==> config.mk <==
export PLATFORM = sky130hd
export DESIGN_NAME = hdfu_unit
export DESIGN_NICKNAME = d
export VERILOG_FILES = /design/src/verilog/hdfu_halfbyte.v /design/src/verilog/hdfu_unit.v
export VERILOG_INCLUDE_DIRS = /design/src /design/src/verilog
export SDC_FILE = /design/constraint.sdc
export NUM_CORES = 1
export LEC_CHECK = 0
export ABC_AREA = 1
export ABC_CLOCK_PERIOD_IN_PS = 1950
export CORE_MARGIN = 4
export CORE_UTILIZATION = 28
export DETAILED_ROUTE_END_ITERATION = 10
export DONT_BUFFER_PORTS = 1
export PLACE_DENSITY_LB_ADDON = 0.3
export SETUP_SLACK_MARGIN = 0.05
export SYNTH_ARGS = -nofsm -noshare
export SYNTH_HDL_FRONTEND = slang
export SYNTH_SLANG_ARGS = --single-unit
==> constraint.sdc <==
create_clock -name CLK -period 1.95 [get_ports CLK]
set_clock_uncertainty 0.05 [all_clocks]
set_input_delay 0.195 -clock CLK [delete_from_list [all_inputs] [get_ports CLK]]
set_output_delay 0.195 -clock CLK [all_outputs]
set_load 0.005 [all_outputs]
==> src/verilog/hdfu_defs.vh <==
// constants for the half-byte data format unit
`ifndef HDFU_DEFS_VH
`define HDFU_DEFS_VH
`define HDFU_NIB_W 4
`define HDFU_HB_W 5
`define HDFU_BYTE_W 8
`define HDFU_ADDR_W 14
`define HDFU_LEN_W 8
`define HDFU_DIGIT_MAX 4'h9
`define HDFU_SIGN_MIN 4'hA
`define HDFU_PK_MAXLEN 8'h0F
`define HDFU_ZN_MAXLEN 8'h0F
`define HDFU_LG_MAXLEN 8'hFF
`define HDFU_PRI_PLUS 4'hC
`define HDFU_PRI_MINUS 4'hD
`define HDFU_ALT_PLUS 4'hA
`define HDFU_ALT_MINUS 4'hB
`define HDFU_FMT_PACKED 2'h0
`define HDFU_FMT_ZONED 2'h1
`define HDFU_FMT_LOGIC 2'h2
`define HDFU_FMT_IO 2'h3
`endif

==> src/verilog/hdfu_halfbyte.v <==
// half-byte parity generator and checker
`timescale 1ns/10ps
`default_nettype none
module hdfu_halfbyte (
	input wire [3:0] value_in,
	input wire [4:0] hb_in,
	output wire [4:0] hb_out,
	output wire par_err
);
	// odd total count: check set when value bits even
	assign hb_out = {~(^value_in), value_in};
	assign par_err = ~(^hb_in);
endmodule // hdfu_halfbyte
`default_nettype wire

==> src/verilog/hdfu_unit.v <==
// half-byte data format unit: parity, field sequencing, format checks
// Function
// - storage moves whole bytes; processing works on half-bytes
// - half-byte is four weighted value bits plus one check bit
// - half-byte with even set-bit count flags a parity error
// - generated check bit set when value bit count is even
// - byte split into upper and lower halves, each with check bit
// - stored byte carries eight value bits, all 256 patterns allowed
// - internal fields start at highest address and walk downward
// - I/O fields start at lowest address and walk upward
// - I/O transfer stops after the instructed byte count
// - fixed-point operand: sign bit plus fifteen-bit integer
// - negative fixed-point values are two's complement
// - packed: two digits per byte, low byte digit then sign
// - packed lengths 1 to 16 bytes, 1 to 31 digits
// - zoned: digit right, zone left, low byte sign left
// - zoned lengths 1 to 16 bytes
// - digit nibbles 0000..1001 valid, 1010..1111 invalid
// - sign nibbles valid only 1010..1111
// - sign plus/minus decoding depends on code mode
// - zoned zone nibbles accept any value
// - decimal arithmetic takes packed operands only; ARITH_OP rejects zoned fields but not logical or I/O fields
// - logical fields up to 256 bytes, left to right, any pattern
`timescale 1ns/10ps
`include "hdfu_defs.vh"
`default_nettype none
module hdfu_unit (
	input wire CLK,
	input wire SYS_RST,
	input wire START,
	input wire [1:0] FORMAT,
	input wire ALT_CODE,
	input wire ARITH_OP,
	input wire [13:0] START_ADDR,
	input wire [7:0] LENGTH_M1,
	input wire [7:0] MEM_RDATA,
	input wire [9:0] HB_IN,
	input wire HB_VALID,
	input wire ERR_CLEAR,
	input wire [15:0] FX_A,
	input wire [15:0] FX_B,
	input wire FX_SUB,
	output reg [13:0] MEM_ADDR,
	output wire MEM_RD,
	output reg [9:0] HB_OUT,
	output reg HB_OUT_VALID,
	output reg BUSY,
	output reg DONE,
	output reg FMT_ERR,
	output reg MINUS,
	output reg PARITY_ERR,
	output reg [15:0] FX_RESULT,
	output reg FX_OVERFLOW
);
	localparam ST_IDLE = 2'h0;
	localparam ST_RUN = 2'h1;
	localparam ST_DONE = 2'h2;

	reg [1:0] state_ff, nxt_state;
	reg [13:0] addr_ff, nxt_addr;
	reg [7:0] left_ff, nxt_left;
	reg [1:0] fmt_ff;
	reg alt_ff;
	reg first_ff;
	reg err_ff, nxt_err;
	reg minus_ff, nxt_minus;
	reg sticky_ff;

	// upper and lower half of each byte
	wire [3:0] upper_val = MEM_RDATA[7:4];
	wire [3:0] lower_val = MEM_RDATA[3:0];
	wire [4:0] gen_hb [0:1];
	wire [1:0] chk_err;
	genvar gi;
	generate
		for (gi = 0; gi < 2; gi = gi + 1) begin : g_half
			hdfu_halfbyte u_hb (
				.value_in(MEM_RDATA[gi*4 +: 4]),
				.hb_in(HB_IN[gi*5 +: 5]),
				.hb_out(gen_hb[gi]),
				.par_err(chk_err[gi])
			);
		end
	endgenerate
	// {upper check, upper value} {lower check, lower value}
	wire [9:0] byte_hb = {gen_hb[1], gen_hb[0]};

	wire dig_bad_u = (upper_val > `HDFU_DIGIT_MAX);
	wire dig_bad_l = (lower_val > `HDFU_DIGIT_MAX);
	wire sign_bad_l = (lower_val < `HDFU_SIGN_MIN);
	wire sign_bad_u = (upper_val < `HDFU_SIGN_MIN);

	function sign_is_minus;
		input [3:0] s;
		input alt;
		begin
			if (alt)
				sign_is_minus = (s == `HDFU_ALT_MINUS) ||
					(s == `HDFU_PRI_MINUS);
			else
				sign_is_minus = (s == `HDFU_PRI_MINUS);
		end
	endfunction

	wire is_io = (fmt_ff == `HDFU_FMT_IO) ||
		(fmt_ff == `HDFU_FMT_LOGIC);
	wire last_byte = (left_ff == 8'h00);

	reg len_bad;
	always @* begin
		case (FORMAT)
		`HDFU_FMT_PACKED: len_bad = (LENGTH_M1 > `HDFU_PK_MAXLEN);
		`HDFU_FMT_ZONED: len_bad = (LENGTH_M1 > `HDFU_ZN_MAXLEN) ||
			ARITH_OP;
		default: len_bad = (LENGTH_M1 > `HDFU_LG_MAXLEN);
		endcase
	end

	// per-byte format check; first byte of internal field is low order
	reg byte_err;
	always @* begin
		byte_err = 1'b0;
		case (fmt_ff)
		`HDFU_FMT_PACKED: begin
			if (first_ff)
				byte_err = dig_bad_u | sign_bad_l;
			else
				byte_err = dig_bad_u | dig_bad_l;
		end
		`HDFU_FMT_ZONED: begin
			if (first_ff)
				byte_err = dig_bad_l | sign_bad_u;
			else
				byte_err = dig_bad_l;
		end
		default: byte_err = 1'b0;
		endcase
	end

	always @* begin
		nxt_state = state_ff;
		nxt_addr = addr_ff;
		nxt_left = left_ff;
		nxt_err = err_ff;
		nxt_minus = minus_ff;
		case (state_ff)
		ST_IDLE: begin
			if (START) begin
				nxt_state = len_bad ? ST_DONE : ST_RUN;
				nxt_addr = START_ADDR;
				nxt_left = LENGTH_M1;
				nxt_err = len_bad;
				nxt_minus = 1'b0;
			end
		end
		ST_RUN: begin
			nxt_err = err_ff | byte_err;
			if (first_ff && fmt_ff == `HDFU_FMT_PACKED)
				nxt_minus = sign_is_minus(lower_val, alt_ff);
			if (first_ff && fmt_ff == `HDFU_FMT_ZONED)
				nxt_minus = sign_is_minus(upper_val, alt_ff);
			if (is_io)
				nxt_addr = addr_ff + 14'h0001;
			else
				nxt_addr = addr_ff - 14'h0001;
			nxt_left = left_ff - 8'h01;
			if (last_byte)
				nxt_state = ST_DONE;
		end
		ST_DONE: nxt_state = ST_IDLE;
		default: nxt_state = ST_IDLE;
		endcase
	end

	assign MEM_RD = (state_ff == ST_RUN);

	always @(posedge CLK or posedge SYS_RST) begin
		if (SYS_RST) begin
			state_ff <= ST_IDLE;
			addr_ff <= 14'h0000;
			left_ff <= 8'h00;
			fmt_ff <= 2'h0;
			alt_ff <= 1'b0;
			first_ff <= 1'b0;
			err_ff <= 1'b0;
			minus_ff <= 1'b0;
		end else begin
			state_ff <= nxt_state;
			addr_ff <= nxt_addr;
			left_ff <= nxt_left;
			err_ff <= nxt_err;
			minus_ff <= nxt_minus;
			if (state_ff == ST_IDLE && START) begin
				fmt_ff <= FORMAT;
				alt_ff <= ALT_CODE;
				first_ff <= 1'b1;
			end else if (state_ff == ST_RUN) begin
				first_ff <= 1'b0;
			end
		end
	end

	// registered outputs
	always @(posedge CLK or posedge SYS_RST) begin
		if (SYS_RST) begin
			MEM_ADDR <= 14'h0000;
			HB_OUT <= 10'h000;
			HB_OUT_VALID <= 1'b0;
			BUSY <= 1'b0;
			DONE <= 1'b0;
			FMT_ERR <= 1'b0;
			MINUS <= 1'b0;
		end else begin
			MEM_ADDR <= nxt_addr;
			HB_OUT_VALID <= MEM_RD;
			if (MEM_RD)
				HB_OUT <= byte_hb;
			BUSY <= (nxt_state == ST_RUN);
			DONE <= (state_ff == ST_DONE);
			if (state_ff == ST_DONE) begin
				FMT_ERR <= err_ff;
				MINUS <= minus_ff;
			end
		end
	end

	// sticky parity flag; a new error wins over a clear
	wire hb_err = HB_VALID & (|chk_err);
	always @(posedge CLK or posedge SYS_RST) begin
		if (SYS_RST) begin
			sticky_ff <= 1'b0;
			PARITY_ERR <= 1'b0;
		end else begin
			sticky_ff <= hb_err | (sticky_ff & ~ERR_CLEAR);
			PARITY_ERR <= hb_err | (sticky_ff & ~ERR_CLEAR);
		end
	end

	// fixed point: sign plus fifteen bits, two's complement
	wire [15:0] fx_b_eff = FX_SUB ? ~FX_B : FX_B;
	wire [16:0] fx_sum = {1'b0, FX_A} + {1'b0, fx_b_eff} +
		{16'h0000, FX_SUB};
	wire fx_ovf = (FX_A[15] == fx_b_eff[15]) &&
		(fx_sum[15] != FX_A[15]);
	always @(posedge CLK or posedge SYS_RST) begin
		if (SYS_RST) begin
			FX_RESULT <= 16'h0000;
			FX_OVERFLOW <= 1'b0;
		end else begin
			FX_RESULT <= fx_sum[15:0];
			FX_OVERFLOW <= fx_ovf;
		end
	end
endmodule // hdfu_unit
`default_nettype wire

# == After elaboration in Yosys (flattened, before gate mapping) ==
# Index checks and enable logic that the tools add are counted.
# op_classes
bitwise_logic,13
mux,24
add_sub_neg,5
eq_ne,15
order_cmp,6
n_reduce_logical,21
# ops
cell,count
two-way mux 14 bit,2
case mux 14 bit (2 select lines),1
adder 16 x 1 -> 16 bit,1
adder 16 bit,1
== test 4 bit (second input constant),4
two-way mux 16 bit,1
NOT 16 bit,1
case mux 8 bit (2 select lines),1
adder 14 x 1 -> 14 bit (second input constant),1
subtractor 14 x 1 -> 14 bit (second input constant),1
two-way mux 1 bit,10
XOR reduction 5 bit,2
== test 2 x 1 -> 1 bit (second input constant),4
greater-than comparator 4 bit (second input constant),2
greater-than comparator 8 x 4 -> 1 bit (second input constant),1
greater-than comparator 8 bit (second input constant),1
zero test 8 bit,1
less-than comparator 4 bit (second input constant),2
two-way mux 8 bit,1
case mux 1 bit (2 select lines),4
XOR reduction 4 bit,2
subtractor 8 x 1 -> 8 bit (second input constant),1
== test 2 bit (second input constant),3
zero test 2 bit,3
15 further kinds,33
# word_totals
register_bits,63

# == Depth between registers and ports, before layout ==
# depth
depth_word,7
ltp_mapped,15
mapped_depth_nobuf,14

# == By module ==
# From an unflattened synthesis, not the netlist that was laid out.
# unflattened
hier_cells,616
area_unflattened_um2,4570.6
# modules_own_cells
mod,instances,area_each_um2,seq_area_each_um2,cells_each
hdfu_unit,1,4327.9,1576.5,574
hdfu_halfbyte,2,121.4,0.0,21

# == Least setup slack after synthesis ==
# Ideal clock, no wire load.
# synth_timing
path_type,input -> register
startpoint,input FX_SUB
endpoint,register FX_RESULT[12]
path_buffers,2
slack_ns,-0.081
stages,14
arrival_time_ns,1.864
path_cell_list,buf_4 > buf_2 > xor2_1 > ha_1 > a21oi_1 > o21ai_1 > a21oi_2 > inv_1 > nand2_1 > nand2_1 > nand3_1 > nand2_1 > nand2_1 > nand2_1
# synth_between
elab_chain_cells,3
# synth_lines
element,line,text
from (decl),hdfu_unit.v:42,"input wire FX_SUB,"
two-way mux 16 bit,hdfu_unit.v:240,wire [15:0] fx_b_eff = FX_SUB ? ~FX_B : FX_B;
adder 16 bit,hdfu_unit.v:241,"wire [16:0] fx_sum = {1'b0, FX_A} + {1'b0, fx_b_eff} +"
adder 16 x 1 -> 16 bit *,hdfu_unit.v:241,
via fx_sum[12],hdfu_unit.v:241,
to (signal assigned),hdfu_unit.v:250,FX_RESULT <= fx_sum[15:0];
to (decl),hdfu_unit.v:52,"output reg [15:0] FX_RESULT,"
# The timed path passes the listed nets; every way through them passes the cells marked *.
# A chain may end at the register's enable or synchronous reset.

# == Final worst setup path ==
# layout_timing
startpoint,register fmt_ff[1]
endpoint,register MEM_ADDR[12]
# layout_between
elab_chain_cells,4
elab_cells_between_ends,5
classes_between,2 x eq/ne; 2 x mux; 1 x reduce/logical
# layout_lines
element,line,text
from (decl),hdfu_unit.v:62,reg [1:0] fmt_ff;
from (signal assigned),hdfu_unit.v:182,fmt_ff <= 2'h0;
from (signal assigned),hdfu_unit.v:194,fmt_ff <= FORMAT;
== test 2 bit (no line),--,
logical OR 1 bit *,hdfu_unit.v:105,wire is_io = (fmt_ff == `HDFU_FMT_IO) ||
two-way mux 14 bit *,hdfu_unit.v:162,if (is_io)
case mux 14 bit (2 select lines) *,hdfu_unit.v:146,case (state_ff)
to (signal assigned),hdfu_unit.v:214,MEM_ADDR <= nxt_addr;
to (decl),hdfu_unit.v:43,"output reg [13:0] MEM_ADDR,"
# Every way passes the cells marked *; elsewhere a longest branch is shown, timed or not.

==> summary.md <==
| Metric | Value |
|---|---|
| GR Layer Usage met2 | around a quarter |
| Initial Util | roughly 28% |
| Height of the die | 135 um |
| Clk sinks | 63 |
| Row count | 46 |
| Root buffer cell | clkbuf_16 |
| Die area | 0.0181 mm2 |
| Final hold vios | 0 |
| CP Capture Type | register |
| Max-cap violations | 0 |
| CP Buf/Inv Count | 3 |
| Grt met3 use | roughly 5.4% |
| Final HPWL DP | ~9.8 mm |
| Design area | around 0.0054 mm2 |
| Power per cell area | approximately 1500 mW/mm2 |
| Main combinational cell family by area after synthesis | simple AND/OR/NAND/NOR gates |
| Post-Synth Simple-Gate Area | approximately a quarter |
| EDFF count, synth | 0 |
| First-pass GRT wire length | 20.3 mm |
| Final core utilization | between 30% and 40% |
| Synthesized area | between 0.004 and 0.005 mm2 |
| Routed vias/inst | around 4.7 |
| Overflow after GRT | 0 |
| Worst setup SP type | register |
| Most common cell in the netlist | nand2_1 |
| Drt first pass iters | 5 |
| Hold Crit Class | in2reg |
| Final Max Tran Viols | 0 |
| Synth cell count leaders | nand2_1 (160), inv_1 (71), dfrtp_1 (63) |
| CP max-delay cell | dfrtp_1 |
| Yosys top cell area share | between 30% and 40% |
| Final setup TNS | 0 ns |
| CP Cell Sequence | clkinv_4 > ha_2 > inv_1 > o21ai_0 > inv_1 > nand2_1 > nand2_1 > nand4_1 > nand3_1 > nand2_1 > nand2_1 |
| CTS Buf Count | 9 |
| Met1 GRT Util | 15.8% |
| Crit Path Max Fanout | 7 |
| Unrepaired setup endpoints after global routing | true |
| Routed len/inst | approximately 15 um |
| CTS tree | built |
| Maximum VDD drop | slightly above 500 uV |
| GRT Resource Usage Total | 14.3% |
| Avg Cell Area, Syn | 7.53 um2 |
| Initial antenna violation count | 0 |
| Mux contribution to synthesized area | 0% |
| PnR Total Power | around 0.0083 W |
| PortBufs | 0 |
| Worst-Skew Late Latency | 0.34 ns |
| Reg2reg setup slack | 0.09 ns |
| Count of different cell masters after synthesis | 40 |
| Main area contributors after synthesis | dfrtp_1 (35%), nand2_1 (13%), ha_1 (8.6%), inv_1 (5.9%), xor2_1 (5.5%) |
| Ys flop type | dfrtp_1 |
| Top Usage Layer GRT | met2 |
| Syn nets | ~710 |
| Crit path time final | approximately 1.9 ns |
| Worst hold stages | 2 |
| Area leader, netlist | dfrtp_1 |
| Reg-to-Reg Start | fmt_ff[1] |
| # nets final | ~750 |
| Max transition margin | between 50% and 60% |
| Io pins | between 100 and 150 |
| Synth Area in Compound Gates | about an eighth |
| Fmax | 538 MHz |
| Final setup viols | 0 |
| Largest net degree at the start of global routing | 40 |
| Max incr delay on CP | approximately 0.40 ns |
| Clock-pin slew on the worst setup and hold paths | 0.05 ns |
| Async set-reset flop share out of synthesis | 100% |
| Seq cells post-synth | 63 |
| Crit path DAT | a little over 2 ns |
| Synth Warn # | 0 |
| Die W | between 100 and 150 um |
| Post-route clock period utilization | between 90% and 100% |
| Run status | completed |
| Post-Synth Adder-Cell Area | 9.52% |
| Placed cell area | just under 0.005 mm2 |
| GPL Wtd Cong | 0.893 |
| P_leak | around 2.7 nW |
| Synthesized instance count | between 500 and 600 |
| Vias | 4060 |
| H-Tree Depth | 3 |
| Core area | around 0.016 mm2 |
| Post-Synth XOR/XNOR Area | 8.38% |
| Maximum buffer depth of the clock tree | 2 |
| Place WS | between 0.06 and 0.07 ns |
| Post-Route WL | 12.7 mm |
| Antenna viol nets, final | 0 |
| Post-route DRC violation count | 0 |
| Initial DRC count | 234 |
| Synth-to-layout area growth | 20.7% |
| Share of cells above drive strength 1 | slightly above 10% |
| Antenna cells | 0 |
| Reg2reg path depth | 11 |
| Top cell by count, worst path | nand2_1 |
| Hold Crit Endpoint | FX_OVERFLOW |
| R2R Path End | MEM_ADDR[12] |
| Critical path class | reg2reg |
| Actual slew at the worst max-slew pin | between 0.6 and 0.7 ns |
| Final WS setup | 0.0929 ns |
| Worst path required time | approximately 2.1 ns |
| Share of the yosys chip area belonging to registers | 35.1% |
| Worst Hold Launch | FX_A[15] |
| Vias in the first global route | 4061 |
| Largest delay contributor family on the critical path | simple AND/OR/NAND/NOR gates |
## per-layer routing
layer,part of all wire [%],vias to the layer above
met5,0,-
met4,1.9,0
met3,9.4,15
met2,49,150
met1,40,1880
li1,-,2015
## where the power goes
part,total (W),switching (W),internal [W]
sequential,0.00246,0.000576,0.00188
clock,0.00149,0.000576,0.000914
combinational,0.00437,0.00272,0.00166
## cell usage in the layout (no fill, tap or decap), types with 14 or more instances in the layout
master,instances
buf_4,14
a21oi_1,19
inv_1,70
nor2_1,51
dlygate4sd3_1,28
nand3_1,37
dfrtp_1,63
o21ai_0,34
nand2_1,155
xor2_1,28
xnor2_1,15
ha_1,29
## metrics by stage
stage	hold slack, ns	std cells
4_1_cts	0.0113	855
3_5_place_dp	0.139	813
3_3_place_gp	0.139	813
5_1_grt	0.0174	858
2_1_floorplan	0.232	597
6_report	0.0238	858
## sequential cells by signal, indices dropped and copies added, names as in the netlist
signal and flops:
MEM_ADDR 14, MINUS 1, alt_ff 1, first_ff 1
sticky_ff 1, FX_OVERFLOW 1, err_ff 1, FMT_ERR 1
HB_OUT 10, state_ff 2, BUSY 1, minus_ff 1
left_ff 8, DONE 1, fmt_ff 2, HB_OUT_VALID 1
FX_RESULT 16
## how the worst max path moves through the flow
stage	start	end	slack, ns	depth (start not counted)
6_report	fmt_ff[1]	MEM_ADDR[12]	0.09	11
3_3_place_gp	FX_B[3]	FX_RESULT[12]	0.09	12
3_5_place_dp	FX_SUB	FX_OVERFLOW	0.07	11
4_1_cts	fmt_ff[1]	MEM_ADDR[10]	0.08	14
2_1_floorplan	FX_SUB	FX_RESULT[12]	0.03	14
5_1_grt	fmt_ff[1]	MEM_ADDR[10]	-0.03	13
## timing repair
action | 4_1_cts | 5_1_grt
hold endpoints to repair | 50 | 0
buffers inserted | 0 | 3
setup endpoints to repair | 0 | 10
gates resized for setup | 0 | 18
hold buffers | 28 | 0
## area by class of cell
cell class / count / area [um2]
Inverter: 74 / 283
Sequential cell: 63 / 1580
Timing Repair Buffer: 44 / 417
Multi-Input combinational cell: 447 / 2610
Clock inverter: 1 / 5.00
Fill cell: 1662 / 10400
Clock buffer: 13 / 260
Tap cell: 216 / 270
## kinds of logic after synthesis
group,after synthesis
AOI/OAI and AO/OA,94
xor gates and xnor gates,43
adders and majority gates,33
buffers and inverters,87
DFF,63
and+or+nand+nor,277
Power figures use the tool's default switching activity.
